[src/smbus_slave_pkg.sv]
// constants, command struct and state enum for the serial register slave
package smbus_slave_pkg;

    // fixed upper part of the 7-bit slave address
    localparam logic [4:0] ADDR_FIXED    = 5'h0b;
    // low address bits for each state of the three-state select pin
    localparam logic [1:0] LOW_FOR_GND   = 2'h2;
    localparam logic [1:0] LOW_FOR_OPEN  = 2'h0;
    localparam logic [1:0] LOW_FOR_VCC   = 2'h1;
    // pad detector codes for the select pin
    localparam logic [1:0] SEL_GND       = 2'h0;
    localparam logic [1:0] SEL_OPEN      = 2'h1;
    localparam logic [1:0] SEL_VCC       = 2'h2;
    // field layout and counts
    localparam int         BYTE_W        = 8;
    localparam logic [3:0] BITS_PER_BYTE = 4'h8;
    localparam logic [1:0] IDX_POINTER   = 2'h0;
    localparam logic [1:0] IDX_DATA      = 2'h1;
    localparam logic [1:0] IDX_EXTRA     = 2'h2;
    localparam logic [7:0] POINTER_RESET = 8'h00;
    // cycles after reset release before the select pin is caught
    localparam logic [2:0] SEL_SETTLE    = 3'h4;
    // depth of the data-path fifo
    localparam int         WR_FIFO_DEPTH = 16;

    // one register write: pointer value and data byte
    typedef struct packed {
        logic [7:0] addr;
        logic [7:0] data;
    } reg_write_s;

    typedef enum {
        ST_IDLE,
        ST_ADDR,
        ST_ADDR_ACK,
        ST_WR_BYTE,
        ST_WR_ACK,
        ST_RD_BYTE,
        ST_RD_ACK,
        ST_IGNORE
    } bus_state_e;

endpackage

[src/smbus_register_access_slave.sv]
// serial bus register access slave with its write-command fifo
// Notes on behaviour
// - slave address is 7 bits: fixed 01011 plus two select-pin bits
// - select pin: ground gives 10, open gives 00, supply gives 01
// - select pin left open means the slave answers to 0101100
// - select pin caught once after power-up; later changes ignored
// - start is data falling while clock high; restarts receive sequence
// - after start, eight bits msb first: address then direction bit
// - on own address drive ack low before ninth pulse, else stay idle
// - direction 0 means master writes, 1 means master reads
// - each byte is nine pulses: eight data plus acknowledge
// - data changes only while clock low; rise while clock high is stop
// - direction fixed by the address byte; change needs new start
// - writes carry one or two bytes; reads return one byte
// - first written byte after the address loads the pointer
// - second written byte goes to the register the pointer selects
// - a one-byte write only moves the pointer
// - a read sends one byte from the register the pointer selects
// - read without pointer write uses old pointer; no write without it
// - pointer write, repeated start, single byte read is supported
// - pointer selects the register for every data access
`timescale 1ns/100ps

////////////////////////////////////////////////////////////////////////////
// flip-flop fifo, index addressed
module reg_write_fifo #(
    parameter int WIDTH = 16,
    parameter int DEPTH = 16
) (
    input  wire logic             core_clk_in,
    input  wire logic             rst_n_in,
    input  wire logic             in_valid_in,
    output logic                  in_ready_out,
    input  wire logic [WIDTH-1:0] in_data_in,
    output logic                  out_valid_out,
    input  wire logic             out_ready_in,
    output logic      [WIDTH-1:0] out_data_out
);
    localparam int AW = $clog2(DEPTH);

    logic [WIDTH-1:0] mem_r [DEPTH];
    logic [AW-1:0]    wr_idx_r;
    logic [AW-1:0]    rd_idx_r;
    logic [AW:0]      count_r;
    logic             push;
    logic             pop;

    // honest full and empty straight from the fill count
    assign in_ready_out  = (count_r != (AW+1)'(DEPTH));
    assign out_valid_out = (count_r != '0);
    assign out_data_out  = mem_r[rd_idx_r];
    assign push          = in_valid_in && in_ready_out;
    assign pop           = out_valid_out && out_ready_in;

    // storage has no reset; only written words are ever read
    always_ff @(posedge core_clk_in)
    begin
        if (push)
            mem_r[wr_idx_r] <= in_data_in;
    end

    // pointers and fill count
    always_ff @(posedge core_clk_in)
    begin
        if (!rst_n_in)
        begin
            wr_idx_r <= '0;
            rd_idx_r <= '0;
            count_r  <= '0;
        end
        else
        begin
            if (push)
                wr_idx_r <= (wr_idx_r == AW'(DEPTH-1)) ? '0 : wr_idx_r + 1'b1;
            if (pop)
                rd_idx_r <= (rd_idx_r == AW'(DEPTH-1)) ? '0 : rd_idx_r + 1'b1;
            if (push && !pop)
                count_r <= count_r + 1'b1;
            else if (pop && !push)
                count_r <= count_r - 1'b1;
        end
    end
endmodule // reg_write_fifo

////////////////////////////////////////////////////////////////////////////
// bus slave: start/stop, address match, pointer and data sequencing
module smbus_register_access_slave
    import smbus_slave_pkg::*;
#(
    parameter int FIFO_DEPTH = WR_FIFO_DEPTH
) (
    input  wire logic       core_clk_in,
    input  wire logic       rst_n_in,
    input  wire logic [1:0] address_select_pin_in,
    input  wire logic       scl_in,
    input  wire logic       sda_in,
    output logic            sda_out,
    output logic            sda_oe_out,
    output logic [7:0]      reg_pointer_out,
    input  wire logic [7:0] reg_rd_data_in,
    output logic            reg_wr_valid_out,
    input  wire logic       reg_wr_ready_in,
    output reg_write_s      reg_wr_out,
    output logic [6:0]      own_addr_out
);

    // select pin decode, tolerant of an unknown code by reading it as open
    function automatic logic [1:0] sel_to_low(input logic [1:0] sel);
        case (sel)
            SEL_GND: sel_to_low = LOW_FOR_GND;
            SEL_VCC: sel_to_low = LOW_FOR_VCC;
            default: sel_to_low = LOW_FOR_OPEN;
        endcase
    endfunction

    logic [2:0]  scl_sync_r;
    logic [2:0]  sda_sync_r;
    logic [1:0]  sel_s1_r;
    logic [1:0]  sel_s2_r;
    logic [1:0]  sel_s3_r;
    logic        scl_f_r;
    logic        sda_f_r;
    logic        scl_now;
    logic        sda_now;
    logic        scl_rise;
    logic        scl_fall;
    logic        start_det;
    logic        stop_det;
    logic [2:0]  settle_r;
    logic        latched_r;
    logic [1:0]  addr_low_r;
    logic [6:0]  own_addr;
    bus_state_e  state_r;
    logic [3:0]  bit_cnt_r;
    logic [7:0]  shift_r;
    logic [1:0]  byte_idx_r;
    logic        sda_oe_r;
    logic [7:0]  ptr_r;
    logic        byte_done;
    logic        fifo_in_ready;
    logic        wr_push;
    reg_write_s  wr_cmd;

    ////////////////////////////////////////////////////////////////////////
    // pin synchronisers; only stages two and three are looked at
    always_ff @(posedge core_clk_in)
    begin
        if (!rst_n_in)
        begin
            scl_sync_r <= 3'h7;
            sda_sync_r <= 3'h7;
            sel_s1_r   <= 2'h0;
            sel_s2_r   <= 2'h0;
            sel_s3_r   <= 2'h0;
        end
        else
        begin
            scl_sync_r <= {scl_sync_r[1:0], scl_in};
            sda_sync_r <= {sda_sync_r[1:0], sda_in};
            sel_s1_r   <= address_select_pin_in;
            sel_s2_r   <= sel_s1_r;
            sel_s3_r   <= sel_s2_r;
        end
    end

    // a level counts once stages two and three agree
    assign scl_now = (scl_sync_r[1] == scl_sync_r[2]) ? scl_sync_r[2] : scl_f_r;
    assign sda_now = (sda_sync_r[1] == sda_sync_r[2]) ? sda_sync_r[2] : sda_f_r;

    always_ff @(posedge core_clk_in)
    begin
        if (!rst_n_in)
        begin
            scl_f_r <= 1'b1;
            sda_f_r <= 1'b1;
        end
        else
        begin
            scl_f_r <= scl_now;
            sda_f_r <= sda_now;
        end
    end

    // clock edges and bus conditions on the filtered levels
    assign scl_rise  = scl_now && !scl_f_r;
    assign scl_fall  = !scl_now && scl_f_r;
    assign start_det = scl_now && scl_f_r && sda_f_r && !sda_now;
    assign stop_det  = scl_now && scl_f_r && !sda_f_r && sda_now;

    ////////////////////////////////////////////////////////////////////////
    // address select caught once after reset release, then frozen
    always_ff @(posedge core_clk_in)
    begin
        if (!rst_n_in)
        begin
            settle_r   <= 3'h0;
            latched_r  <= 1'b0;
            addr_low_r <= LOW_FOR_OPEN;
        end
        else if (!latched_r)
        begin
            if (settle_r == SEL_SETTLE && sel_s2_r == sel_s3_r)
            begin
                latched_r  <= 1'b1;
                addr_low_r <= sel_to_low(sel_s3_r);
            end
            else if (settle_r != SEL_SETTLE)
                settle_r <= settle_r + 3'h1;
        end
    end

    assign own_addr     = {ADDR_FIXED, addr_low_r};
    assign own_addr_out = own_addr;

    ////////////////////////////////////////////////////////////////////////
    // a data byte is complete on the fall after its eighth rise
    assign byte_done = scl_fall && (bit_cnt_r == BITS_PER_BYTE);

    // the second write byte is queued only if the fifo has room;
    // a full fifo shows to the master as a missing acknowledge
    assign wr_cmd.addr = ptr_r;
    assign wr_cmd.data = shift_r;
    assign wr_push     = (state_r == ST_WR_BYTE) && byte_done &&
                         (byte_idx_r == IDX_DATA) && fifo_in_ready;

    // bus sequencer; start and stop win over any clock edge
    always_ff @(posedge core_clk_in)
    begin
        if (!rst_n_in)
        begin
            state_r    <= ST_IDLE;
            bit_cnt_r  <= 4'h0;
            shift_r    <= 8'h00;
            byte_idx_r <= IDX_POINTER;
            sda_oe_r   <= 1'b0;
            ptr_r      <= POINTER_RESET;
        end
        else if (!latched_r)
        begin
            state_r  <= ST_IDLE;
            sda_oe_r <= 1'b0;
        end
        else if (start_det)
        begin
            state_r   <= ST_ADDR;
            bit_cnt_r <= 4'h0;
            sda_oe_r  <= 1'b0;
        end
        else if (stop_det)
        begin
            state_r  <= ST_IDLE;
            sda_oe_r <= 1'b0;
        end
        else
        begin
            case (state_r)
                ST_ADDR:
                begin
                    if (scl_rise)
                    begin
                        shift_r   <= {shift_r[6:0], sda_now};
                        bit_cnt_r <= bit_cnt_r + 4'h1;
                    end
                    else if (byte_done)
                    begin
                        if (shift_r[7:1] == own_addr)
                        begin
                            sda_oe_r <= 1'b1;
                            state_r  <= ST_ADDR_ACK;
                        end
                        else
                            state_r  <= ST_IGNORE;
                    end
                end
                ST_ADDR_ACK:
                begin
                    if (scl_fall)
                    begin
                        bit_cnt_r  <= 4'h0;
                        byte_idx_r <= IDX_POINTER;
                        if (shift_r[0])
                        begin
                            // first read bit goes out as the ack ends
                            shift_r  <= reg_rd_data_in;
                            sda_oe_r <= !reg_rd_data_in[7];
                            state_r  <= ST_RD_BYTE;
                        end
                        else
                        begin
                            sda_oe_r <= 1'b0;
                            state_r  <= ST_WR_BYTE;
                        end
                    end
                end
                ST_WR_BYTE:
                begin
                    if (scl_rise)
                    begin
                        shift_r   <= {shift_r[6:0], sda_now};
                        bit_cnt_r <= bit_cnt_r + 4'h1;
                    end
                    else if (byte_done)
                    begin
                        if (byte_idx_r == IDX_POINTER)
                        begin
                            ptr_r    <= shift_r;
                            sda_oe_r <= 1'b1;
                        end
                        else
                            sda_oe_r <= wr_push;
                        state_r <= ST_WR_ACK;
                    end
                end
                ST_WR_ACK:
                begin
                    if (scl_fall)
                    begin
                        sda_oe_r  <= 1'b0;
                        bit_cnt_r <= 4'h0;
                        // a third byte or a refused one is not acknowledged
                        if (sda_oe_r && byte_idx_r != IDX_EXTRA)
                        begin
                            byte_idx_r <= byte_idx_r + 2'h1;
                            state_r    <= ST_WR_BYTE;
                        end
                        else
                            state_r    <= ST_IGNORE;
                    end
                end
                ST_RD_BYTE:
                begin
                    if (scl_rise)
                        bit_cnt_r <= bit_cnt_r + 4'h1;
                    else if (byte_done)
                    begin
                        sda_oe_r <= 1'b0;
                        state_r  <= ST_RD_ACK;
                    end
                    else if (scl_fall)
                    begin
                        shift_r  <= {shift_r[6:0], 1'b0};
                        sda_oe_r <= !shift_r[6];
                    end
                end
                ST_RD_ACK:
                begin
                    // one byte per read, whatever the master answers
                    if (scl_rise)
                        state_r <= ST_IGNORE;
                end
                default:
                begin
                    sda_oe_r <= 1'b0;
                end
            endcase
        end
    end

    // open drain: only ever pull low
    assign sda_out         = 1'b0;
    assign sda_oe_out      = sda_oe_r;
    assign reg_pointer_out = ptr_r;

    ////////////////////////////////////////////////////////////////////////
    // writes queue toward the register file; reads do not wait for it,
    // so a read right after a write may see the old value if it stalls
    reg_write_fifo #(
        .WIDTH ($bits(reg_write_s)),
        .DEPTH (FIFO_DEPTH)
    ) u_wr_fifo (
        .core_clk_in   (core_clk_in),
        .rst_n_in      (rst_n_in),
        .in_valid_in   (wr_push),
        .in_ready_out  (fifo_in_ready),
        .in_data_in    (wr_cmd),
        .out_valid_out (reg_wr_valid_out),
        .out_ready_in  (reg_wr_ready_in),
        .out_data_out  (reg_wr_out)
    );

endmodule // smbus_register_access_slave

[config.mk]
export PLATFORM = sky130hd
export DESIGN_NAME = smbus_register_access_slave
export DESIGN_NICKNAME = d
export VERILOG_FILES = /design/src/smbus_slave_pkg.sv /design/src/smbus_register_access_slave.sv
export SDC_FILE = /design/constraint.sdc
export NUM_CORES = 1
export LEC_CHECK = 0
export BUFFER_PORTS_ARGS = -buffer_cell sky130_fd_sc_hd__buf_4
export CELL_PAD_IN_SITES_DETAIL_PLACEMENT = 1
export CELL_PAD_IN_SITES_GLOBAL_PLACEMENT = 1
export CORE_UTILIZATION = 33
export CTS_CLUSTER_SIZE = 20
export DETAILED_ROUTE_END_ITERATION = 16
export HOLD_SLACK_MARGIN = 0.15
export PLACE_DENSITY = 0.59
export SLEW_MARGIN = 10
export SYNTH_ARGS = -nofsm -noshare
export SYNTH_HDL_FRONTEND = slang
export SYNTH_HIERARCHICAL = 1
export SYNTH_SLANG_ARGS = --single-unit
export TNS_END_PERCENT = 20
[constraint.sdc]
create_clock -name core_clk_in -period 3.9 [get_ports core_clk_in]
set_input_delay 0.39 -clock core_clk_in [delete_from_list [all_inputs] [get_ports core_clk_in]]
set_output_delay 0.39 -clock core_clk_in [all_outputs]
set_load 0.005 [all_outputs]
# == Yosys cells after proc, flatten, opt, wreduce, memory -nomap -nowiden ==
# Memories as Yosys holds them, arrays and structs flattened. A register that Yosys moved wholly into a read port is not among the register bits.
# Cells that the tools add are included.
# word_totals
latch_bits,0
input_bits,15
wordCells,190
n_memories,1
ramBits,256
rom_bits,0
out_inout_bits,34
register_bits,88
# classes
bitwise_logic,7
n_eq_ne,48
order_cmp,0
n_mul,0
n_mux,57
reduce_logical,49
shifts,0
n_addsub,7
div,0
# mem_list
name,words,word_bits,rd,rd_clocked_by_memory_dff,wr,line,text
u_wr_fifo.mem_r,16,16,1,1,1,smbus_register_access_slave.sv:41,logic [WIDTH-1:0] mem_r [DEPTH];
# op_table
cell,n
2-to-1 mux 32 bit,9
one-hot mux 32 bit (6 select lines),1
equality test 32 x 3 -> 1 bit (second input constant),4
equality test 32 x 2 -> 1 bit (second input constant),2
2-to-1 mux 8 bit,6
AND reduction 10 bit,4
inequality test 4 bit (second input constant),9
equality test 32 x 1 -> 1 bit (second input constant),1
2-to-1 mux 4 bit,8
inequality test 2 bit (second input constant),16
one-hot mux 8 bit (3 select lines),1
2-to-1 mux 1 bit,20
logical AND 1 bit,17
AND reduction 7 bit,2
adder 4 x 1 -> 4 bit (second input constant),3
equality test 4 bit (second input constant),3
2-to-1 mux 5 bit,2
2-to-1 mux 3 bit,3
AND reduction 9 bit,1
zero test 1 bit,8
one-hot mux 2 bit (2 select lines),2
one-hot mux 4 bit (2 select lines),1
nonzero test 8 bit,1
equality test 7 x 6 -> 1 bit,1
other kinds (27),43

# == Longest topological paths before layout ==
# Gate-level depths: netlist of run 1.
# logic_depth
word_depth,13
mapped_depth,13
mapped_depth_nobuf,13

# == Hierarchy ==
# Netlist of run 1, hierarchy kept.
# modules_own_cells
module,n_inst,cells_each,area_each_um2,seq_area_each_um2
reg_write_fifo,1,506,10557.6,8027.7
smbus_register_access_slave,1,278,2451.1,920.9

# == Least setup slack after synthesis of run 1 ==
# OpenSTA, ideal clock, no wires.
# synth_path
path_type,register to register
start,register state_r[0]
end,"memory u_wr_fifo.mem_r[0][0], enable pin"
setup_ns,0.436
path_buffers,2
arrival_time_ns,3.225
slack_ns,0.239
period_less_slack_ns,3.661
stages_incl_launch_ff,7
required_ns,3.464
path_cell_list,dfxtp_1 > clkbuf_1 > clkbuf_1 > nand4_1 > nor3_1 > o21ai_4 > nor4b_1
# synth_between
elab_chain_len,7
# synth_lines
item,line,text
start: declaration,smbus_register_access_slave.sv:133,bus_state_e state_r;
start signal: assignment,smbus_register_access_slave.sv:231,state_r <= ST_IDLE;
start signal: assignment,smbus_register_access_slave.sv:240,state_r <= ST_IDLE;
start signal: assignment,smbus_register_access_slave.sv:245,state_r <= ST_ADDR;
equality test 32 x 3 -> 1 bit,smbus_register_access_slave.sv:223,assign wr_push = (state_r == ST_WR_BYTE) && byte_done &&
logical AND 1 bit (2 in series),smbus_register_access_slave.sv:223,
logical AND 1 bit,smbus_register_access_slave.sv:224,(byte_idx_r == IDX_DATA) && fifo_in_ready;
named net wr_push,smbus_register_access_slave.sv:141,logic wr_push;
logical AND 1 bit,smbus_register_access_slave.sv:52,assign push = in_valid_in && in_ready_out;
2-to-1 mux 1 bit,smbus_register_access_slave.sv:58,if (push)
2-to-1 mux 1 bit (implied by the code),smbus_register_access_slave.sv:59,mem_r[wr_idx_r] <= in_data_in;
end: declaration,smbus_register_access_slave.sv:41,
# The timed path passes the listed nets, and every way through them passes these cells.

# == Worst setup path after layout of run 1 ==
# layout_path
start,register state_r[1]
end,register u_wr_fifo.count_r[3]
# layout_between
elab_chain_len,8
elab_cells_between_ends,10
classes_between,eq/ne (1); mux (1); reduce/logical (8)
# layout_lines
item,line,text
equality test 32 x 3 -> 1 bit (*),smbus_register_access_slave.sv:223,
logical AND 1 bit (*) (2 in series),smbus_register_access_slave.sv:223,
logical AND 1 bit (*),smbus_register_access_slave.sv:224,
named net wr_push,smbus_register_access_slave.sv:141,
logical AND 1 bit (*),smbus_register_access_slave.sv:52,
named net u_wr_fifo.push,smbus_register_access_slave.sv:45,logic push;
zero test 1 bit,smbus_register_access_slave.sv:79,else if (pop && !push)
logical AND 1 bit,smbus_register_access_slave.sv:79,
nonzero test 2 bit (no source line),-,
end signal: assignment,smbus_register_access_slave.sv:78,count_r <= count_r + 1'b1;
end signal: assignment,smbus_register_access_slave.sv:80,count_r <= count_r - 1'b1;
end: declaration,smbus_register_access_slave.sv:44,logic [AW:0] count_r;
# Mark *: on every way through the listed nets, which the timed path passes. The rest lies on a longest branch.
# A chain may end at the register's enable or synchronous reset.

==> out/results.tsv, run 1 <==
metric	value	unit
syn_area_per_cell	16.6	um^2
critPathCaptureType	register	
cp_slowest_cell	dfxtp_1	
clockBufferDepth	3	
ys_seq_elements	319	
synth_top_area_share	59.1	%
post-cts-setup-buffers	0	
io_pins	49	
grt_pass1_wl	45800	um
yosysMostFrequentCell	edfxtp_1	
grt_usage	15.0	%
leakage	0.00514	uW
reg2reg_to	u_wr_fifo/count_r[3]	
cp.arrival	3.79	ns
tritoncts.num_buffers	36	
synthTopCellsByCount	edfxtp_1, nand2_1, mux4_2	
required	4.35	ns
dpl.hpwl	18200	um
cp_cell_sequence	nor2b_1 > nand4_1 > nor3_1 > o21ai_4 > inv_2 > ha_1 > inv_1 > ha_1 > a21o_1 > a21oi_1 > or4b_2 > nand3_1	
hold_viol_final	0	
setup-tns-final	0	ns
worstPathMaxFanout	14	
grt_pass1_vias	7552	
cp_slowest_stage_delay	0.64	ns
grt_max_degree	73	
cts_sinks	319	
startpoint	state_r[1]	
skew	0.0231	ns
synthTopCellsByArea	edfxtp_1, mux4_2, dfxtp_1	
placementRows	72	
nFillCells	3893	
fmax	299	MHz
rr_worst_depth	12	
routabilityCongestion	0.795	
antenna_found_initial	0	
slew_headroom	26.2	%
clk_pin_slew	0.05	ns
critPathKind	register to register	
r2r-start	state_r[1]	
startpoint_type	register	
multi_input_area	3820	um^2
core	38700	um^2
vdd_ir_drop_max	243	uV
ys.warnings.count	6	
port_buffers	42	
clk_latency	0.52	ns
gr-total-overflow	0	
nets	886	
syn-instance-count	784	
finalNonFillerCells	1399	
drt_iter0_drc	423	
cts_root_buf	clkbuf_16	
synth.largest_area_cell	edfxtp_1	
status	finished clean	
via_per_inst	5.03	
dr.pass1.iters	4	
die_w	201	um
yosysSeqAreaShare	68.8	%
post-place-cells	1330	
regToRegSetupSlack	0.55	ns
rsz0062_at_grt	no	
place_area	14000	um^2
regArea	8950	um^2
powerDensity	461	nW/um^2
finalWirelength	29700	um
cp_common_cell	ha_1	
ys_async_sr_fraction	0	%
finalSetupViolCount	0	
synth-edff-count	256	
synth_cell_types	76	
finalCritPeriodShare	85.8	%
drive_gt1_share	23.7	%
crit_end	u_wr_fifo/count_r[3]	
die_area	40200	um^2
drtAntennaViolNets	0	
vias	7039	
finalInstanceArea	15300	um^2
antenna_cells	0	
fp.dieH	201	um
tritoncts	built	
tightestPinTransition	1.10	ns
h-tree-depth	2	
finalWorstPathRequiredPeriod	3.35	ns
synth-main-ff-cell	edfxtp_1	
syn_area	13000	um^2
start_util	33.6	%
wl_per_cell	21.2	um
finalMaxSlewViolations	0	
hp-class	primary input to register	
cts_resized	0	
syn_to_final_growth	17.3	%
cap_viol_max_count	0	
drcViolationCount	0	
## power breakdown
| part | switching (uW) | total [uW] | internal [uW] |
|---|---|---|---|
| sequential | 11.3 | 3650 | 3640 |
| clock | 1310 | 3310 | 2000 |
| combinational | 40.1 | 78.1 | 38.0 |
| total | 1360 | 7040 | 5680 |
## final cells by class
cell class	count	share of cell area (%)
well taps	518	4.25
inverters	17	0.418
multi-input cells	405	25.1
repair buffers	75	3.92
clock buffers	43	6.21
flip-flops and latches	319	58.7
clock inverters	22	1.46
## how the worst min path moves through the flow
stage / cells after the start / end / startpoint / slack [ns]
after floorplan: 1 / scl_sync_r[1] / scl_sync_r[0] / 0.39
after global placement: 1 / scl_sync_r[1] / scl_sync_r[0] / 0.39
after detailed placement: 1 / scl_sync_r[1] / scl_sync_r[0] / 0.40
after CTS: 4 / shift_r[1] / reg_rd_data_in[1] / 0.23
after global routing: 4 / shift_r[1] / reg_rd_data_in[1] / 0.25
final: 4 / shift_r[1] / reg_rd_data_in[1] / 0.26
## stage by stage
step           hold WS (ns)  utilization, %  setup slack [ns]  power, uW
3_5_place_dp          0.401            36.3             0.616       3800
5_1_grt               0.250            39.4             0.318       7280
2_1_floorplan         0.386               -             0.239       3780
4_1_cts               0.233            39.4             0.570       7160
6_report              0.265            39.4             0.554       7040
3_3_place_gp          0.394            36.3             0.731       3800
## per-layer routing
layer / share of wire [%] / up-vias / routed length, um / GRT usage [%]
met3: 6.0 / 41 / 1770 / 2.55
met1: 44 / 3617 / 13000 / 20.5
li1: - / 3219 / - / -
met2: 48 / 162 / 14300 / 24.6
met4: 1.9 / 0 / 552 / 4.28
met5: 0 / - / 0 / 0
## timing repair
action,in CTS,in global routing
hold buffers,4,0
endpoints found under the setup margin,0,0
hold endpoints to repair,4,0
## critical path: cells and delay by family, from the launching register on
kind / cells / cell delay, ns
simple gates: 5 / 1.48
fa+ha+maj: 2 / 0.48
buf+inv: 2 / 0.28
flops: 1 / 0.64
compound gates: 3 / 0.38
## placed cells by master, fill, tap and decap left out, drive strengths merged, types with 5 or more instances in the layout
| cell type | instances |
|---|---|
| mux4 | 64 |
| nand3 | 12 |
| buf | 71 |
| ha | 16 |
| conb | 6 |
| mux2i | 22 |
| xnor2 | 7 |
| nand2b | 12 |
| a21oi | 11 |
| clkbuf | 43 |
| nor2 | 12 |
| clkinv | 17 |
| a21boi | 9 |
| dfxtp | 63 |
| nand3b | 5 |
| a22oi | 32 |
| nand2 | 67 |
| inv | 17 |
| nor4b | 5 |
| nor2b | 17 |
| edfxtp | 256 |
| and2 | 23 |
| o21ai | 15 |
## registers in the layout (all words and copies together) (netlist names), 4 cells and up, named ones only
register / flops
u_wr_fifo/count_r: 5
u_wr_fifo/rd_idx_r: 4
shift_r: 8
reg_pointer_out: 8
bit_cnt_r: 4
u_wr_fifo/mem_r: 256
u_wr_fifo/wr_idx_r: 4
## cells by family after synthesis
kind of cell             after synthesis  synth area share [%]
AND/OR/NAND/NOR                      184                  7.87
multiplexers                          86                  12.8
AO/OA/AOI/OAI                        102                  5.97
adder cells (fa/ha/maj)               18                  1.77
flip-flops                           319                  68.8
buffers and inverters                 64                  2.16
other                                  2                0.0577
XOR/XNOR                               9                 0.606
No activity file was read; power rests on OpenSTA's default activity.
==> inputs of run 2 (changes only) <==
Settings changed: CORE_UTILIZATION 33 to 35, PLACE_DENSITY 0.59 to 0.61.
Clock period 3.9 ns to 2.8 ns, I/O delays scaled along.
==> run 2 against run 1 <==
Against the previous run: via count grew 2.2%; first-iteration DRC count fell by 6.4%; combinational power increased by 51%; utilization rose by 3.3 points; die area decreased by 5.7%; sequential power rose by 39%; worst hold slack worse by 0.085 ns; setup slack worse by 0.38 ns; clock power is 38% higher; flip-flop and latch count did not move; critical path depth decreased by 1.
==> out/results.tsv, run 2 (synthesized netlist as in run 1, its figures left out) <==
metric	value	unit	change
cp_slowest_stage_delay	0.60	ns	-0.04 ns
grt_pass1_wl	46800	um	+2.4%
port_buffers	42		unchanged
powerDensity	625	nW/um^2	+36%
routabilityCongestion	0.779		-2.1%
antenna_found_initial	0		unchanged
final_common_cell	edfxtp_1		
start_util	35.5	%	+2.0 points
layout_common_cells	edfxtp_1, buf_4, nand2_1		
core	36600	um^2	-5.5%
startpoint_type	register		
placementRows	70		-2.8%
power.share.combinational	1.2	%	about the same
seqPwrFrac	51.9	%	about the same
clk_latency	0.53	ns	about the same
p_sw	1910	uW	+41%
grt_usage	16.4	%	+1.4 points
slew_headroom	53.7	%	+27 points
cp_slowest_cell	or4b_2		
cts_sinks	319		unchanged
io_pins	49		unchanged
rr_worst_depth	11		-1
finalSetupViolCount	0		unchanged
drt_iter0_drc	396		-6.4%
hold_depth	5		+1
via_per_inst	5.20		+3.3%
route.met3.wl	970	um	-45%
grt_max_degree	73		unchanged
skew	0.0197	ns	-0.00339 ns
die_w	195	um	-2.9%
cp_cell_sequence	or3b_4 > nor3_4 > o21ai_4 > inv_2 > ha_1 > inv_2 > ha_1 > a21o_1 > a21oi_1 > or4b_2 > nand3_1		
critPathBufInv	2		unchanged
tritoncts	built		
nets	924		+4.3%
critPathKind	register to register		
fmax	381	MHz	+28%
wl_per_cell	21.8	um	+2.7%
cts_root_buf	clkbuf_16		
place_area	14300	um^2	+2.1%
hold_viol_final	0		unchanged
tritoncts.num_buffers	36		unchanged
cp.arrival	3.08	ns	-0.71 ns
vias	7196		+2.2%
drtAntennaViolNets	0		unchanged
clk_pin_slew	0.06	ns	about the same
dpl.hpwl	19500	um	+6.9%
rsz0062_at_grt	no		
h-tree-depth	2		unchanged
top_layer	met4		
critPathCaptureType	register		
finalCritPeriodShare	93.7	%	+7.8 points
dr.pass1.iters	4		unchanged
finalWorstPathRequiredPeriod	2.62	ns	-0.724 ns
status	finished clean		
grt_pass1_vias	7683		+1.7%
clockBufferDepth	3		unchanged
die_area	37900	um^2	-5.7%
worstPathMaxFanout	5		-9
hp-class	primary input to register		
tightestPinTransition	0.694	ns	-0.408 ns
setup-tns-final	0	ns	unchanged
netSwitchingFraction	19.5	%	+0.22 points
wl_met2	14800	um	+2.9%
fp.dieH	195	um	-2.9%
finalMaxSlewViolations	0		unchanged
leakage	0.00537	uW	+4.5%
cp_top_family	simple AND/OR/NAND/NOR gates		
syn_to_final_growth	20.3	%	
antenna_cells	0		unchanged
path_depth	11		-1
required	3.26	ns	-1.09 ns
finalInstanceArea	15600	um^2	+2.5%
gr-total-overflow	0		unchanged
finalWirelength	30200	um	+1.7%
p_clk_share	46.9	%	-0.2 points
vdd_ir_drop_max	385	uV	+58%
m1WireLength	13900	um	+7.1%
power.internal	7870	uW	+39%
drive_gt1_share	26.8	%	+3.1 points
top_register	u_wr_fifo/mem_r		
largest_reg_flops	256		unchanged
cap_viol_max_count	0		unchanged
drcViolationCount	0		unchanged
[run 2: worst min-delay path, delay by kind of cell]
| kind | cells | cell delay, ns |
|---|---|---|
| muxes | 1 | 0.06 |
| AOI/OAI and AO/OA | 1 | 0.07 |
| buffers and inverters | 1 | 0.11 |
| and+or+nand+nor | 2 | 0.12 |
[run 2: cell type report]
cell class,count,area (um^2)
repair buffers,113,1010
clock buffers,49,980
fillers,3584,21000
multi-input cells,405,3880
well taps,468,586
clock inverters,14,173
flip-flops and latches,319,8960
inverters,17,63.8
[run 2: worst paths after layout]
check | startpoint | endpoint | slack [ns]
worst max-delay path | scl_sync_r[2] | u_wr_fifo/count_r[3] | 0.18
worst min-delay path | reg_rd_data_in[2] | shift_r[2] | 0.18
worst max register to register | scl_sync_r[2] | u_wr_fifo/count_r[3] | 0.18
worst min register to register | sda_sync_r[0] | sda_sync_r[1] | 0.41
[run 2: stage by stage]
| stage | util, % | worst slack (ns) | std cells | hold slack, ns | total power [uW] |
|---|---|---|---|---|---|
| floorplan | - | 0.0329 | 788 | 0.381 | 5260 |
| global placement | 39.2 | 0.124 | 1311 | 0.391 | 5290 |
| detailed placement | 39.2 | 0.0408 | 1311 | 0.403 | 5290 |
| CTS | 42.7 | 0.0265 | 1385 | 0.156 | 9930 |
| global route | 42.7 | 0.0208 | 1385 | 0.198 | 10100 |
| finish | 42.7 | 0.178 | 1385 | 0.180 | 9780 |
[run 2: what timing repair did]
action | in CTS | in global routing
hold endpoints to repair | 9 | 0
pin swaps | 0 | 1
cloned | 0 | 0
resized for setup | 0 | 8
setup buffers | 2 | 0
hold buffers | 9 | 0
endpoints found under the setup margin | 2 | 49
[run 2: power groups by stage]
stage                     registers (uW)  logic (uW)  clock network [uW]
after floorplan                     5180        80.7                   0
after global placement              5180         109                   0
after detailed placement            5180         110                   0
after CTS                           5080         121                4730
after global routing                5080         132                4900
final                               5080         118                4580
[run 2: layer usage]
metal,GRT usage [%],up-vias
li1,-,3292
met1,22.1,3756
met2,27.4,111
met3,2.93,37
met4,4.17,0
met5,0,-
==> inputs of run 3 (changes only) <==
Settings changed: CORE_ASPECT_RATIO from default to 0.75, PLACE_DENSITY 0.61 to 0.59.
Clock period 2.8 ns to 3 ns, I/O delays scaled along.
==> run 3 against run 2 <==
Against the previous run: wire length rose by 1.6%; utilization fell by 0.36 points; setup slack got worse by 0.061 ns; critical path depth fell by 7; via count fell by 1.0%; flip-flop and latch count did not move; non-clock buffer count fell by 14; clock power fell by 9.6%; combinational power fell by 7%; total power fell by 8.1%; largest cell class unchanged.
==> out/results.tsv, run 3 (synthesized netlist as in run 1, its figures left out) <==
metric	value	unit	change
clk_latency	0.54	ns	about the same
cp_slowest_cell	dfxtp_4		
hp-class	primary input to register		
routabilityCongestion	0.740		-5.0%
core	36300	um^2	-0.96%
top_register	u_wr_fifo/mem_r		
drt_iter0_drc	436		+10%
syn_to_final_growth	18.1	%	
grt_pass1_vias	7478		-2.7%
finalMaxSlewViolations	0		unchanged
critPathCaptureType	primary output		
finalWorstPathRequiredPeriod	2.88	ns	
vias	7123		-1.0%
largest_reg_flops	256		unchanged
finalSetupViolCount	0		unchanged
wl_per_cell	21.9	um	+0.79%
dpl.hpwl	18500	um	-5.2%
post-cts-setup-buffers	0		-2
postLayoutSetupSlackWorst	0.117	ns	-0.0606 ns
cap_viol_max_count	0		unchanged
setup-tns-final	0	ns	unchanged
cts_sinks	319		unchanged
drcViolationCount	0		unchanged
finalCritPeriodShare	96.1	%	
via_per_inst	5.10		-1.8%
cp.arrival	2.58	ns	-0.50 ns
dr.pass1.iters	4		unchanged
tightestPinTransition	0.794	ns	+0.0997 ns
placementRows	60		-14%
worstPathMaxFanout	22		+17
nets	908		-1.7%
startpoint_type	register		
cts_root_buf	clkbuf_16		
skew	0.0218	ns	+0.00211 ns
finalWirelength	30600	um	+1.6%
die_area	38000	um^2	about the same
gr-total-overflow	0		unchanged
clk_pin_slew	0.06	ns	about the same
critPathKind	register to primary output		
required	2.70	ns	-0.56 ns
antenna_cells	0		unchanged
port_buffers	42		unchanged
rsz0062_at_grt	no		
cp_slowest_stage_delay	0.68	ns	+0.08 ns
drive_gt1_share	25.1	%	-1.7 points
fmax	347	MHz	
grt_usage	16.6	%	+0.21 points
tritoncts	built		
power	8990	uW	-8.1%
io_pins	49		unchanged
powerDensity	585	nW/um^2	-6.4%
antenna_found_initial	0		unchanged
grt_pass1_wl	46600	um	-0.59%
clockBufferDepth	3		unchanged
drtAntennaViolNets	0		unchanged
slew_headroom	47.0	%	-6.7 points
vdd_ir_drop_max	293	uV	-24%
die_w	225	um	+15%
status	finished clean		
cp_cell_sequence	mux4_2 > a22oi_1 > nand2_1 > buf_4		
layout_common_cells	edfxtp_1, buf_4, nand2_1		
leakage	0.00522	uW	-2.8%
fp.dieH	169	um	-13%
start_util	35.9	%	+0.34 points
h-tree-depth	2		unchanged
grt_max_degree	42		-42%
post-place-ws	0.153	ns	+0.112 ns
final_common_cell	edfxtp_1		
tritoncts.num_buffers	34		-5.6%
hold_viol_final	0		unchanged
run 3: cell count changes in the layout (fill, tap and decap cells not counted), moves of 3 or more:
cell,delta
a22oi_2,+3
buf_4,-4
nor4b_2,+4
a22oi_1,-3
buf_12,-9
nor4b_4,-4
run 3: power by group:
| part | switching (uW) | total (uW) | internal [uW] |
|---|---|---|---|
| logic | 55.5 | 110 | 54.2 |
| registers | 12.9 | 4740 | 4730 |
| clock network | 1720 | 4140 | 2420 |
| total | 1780 | 8990 | 7200 |
run 3: per-layer routing:
metal	vias to the layer above	track usage [%]	part of all wire, %
met5	-	0	0
met4	0	4.02	1.5
met3	35	2.73	4.8
met2	130	26.1	45
met1	3704	24.1	48
li1	3254	-	-
run 3: path summary, 6_finish.rpt:
kind / start / end / slack, ns / cells past startpoint
worst max register to register: scl_sync_r[2] / u_wr_fifo/count_r[3] / 0.23 / 12
worst max-delay path: register / reg_wr_out[0] / 0.12 / 4
worst min register to register: scl_sync_r[0] / scl_sync_r[1] / 0.41 / 1
worst min-delay path: reg_rd_data_in[5] / shift_r[5] / 0.17 / 5
run 3: critical path: cells and delay by family, from the launching register on:
kind	cells	cell delay (ns)
flip-flops	1	0.68
multiplexers	1	0.56
buffers and inverters	1	0.18
AND/OR/NAND/NOR	1	0.21
AO/OA/AOI/OAI	1	0.40
run 3: stage by stage:
step	util [%]	area, um^2	hold slack (ns)	std cells
after global placement	39.1	14200	0.403	1329
after detailed placement	39.1	14200	0.398	1329
final	42.4	15400	0.172	1396
after global routing	42.4	15400	0.198	1396
after floorplan	-	13000	0.386	788
after CTS	42.3	15300	0.156	1396
run 3: repair_timing:
item	CTS	global route
hold buffers	7	0
hold endpoints to repair	8	0
gates resized for setup	0	5
endpoints found under the setup margin	0	6
run 3: layout make-up:
type	instances	area [um^2]
Fill cell	3555	20900
Sequential cell	319	8950
Multi-Input combinational cell	405	3840
Clock buffer	48	923
Timing Repair Buffer	99	806
Tap cell	496	621
Clock inverter	12	156
Inverter	17	63.8
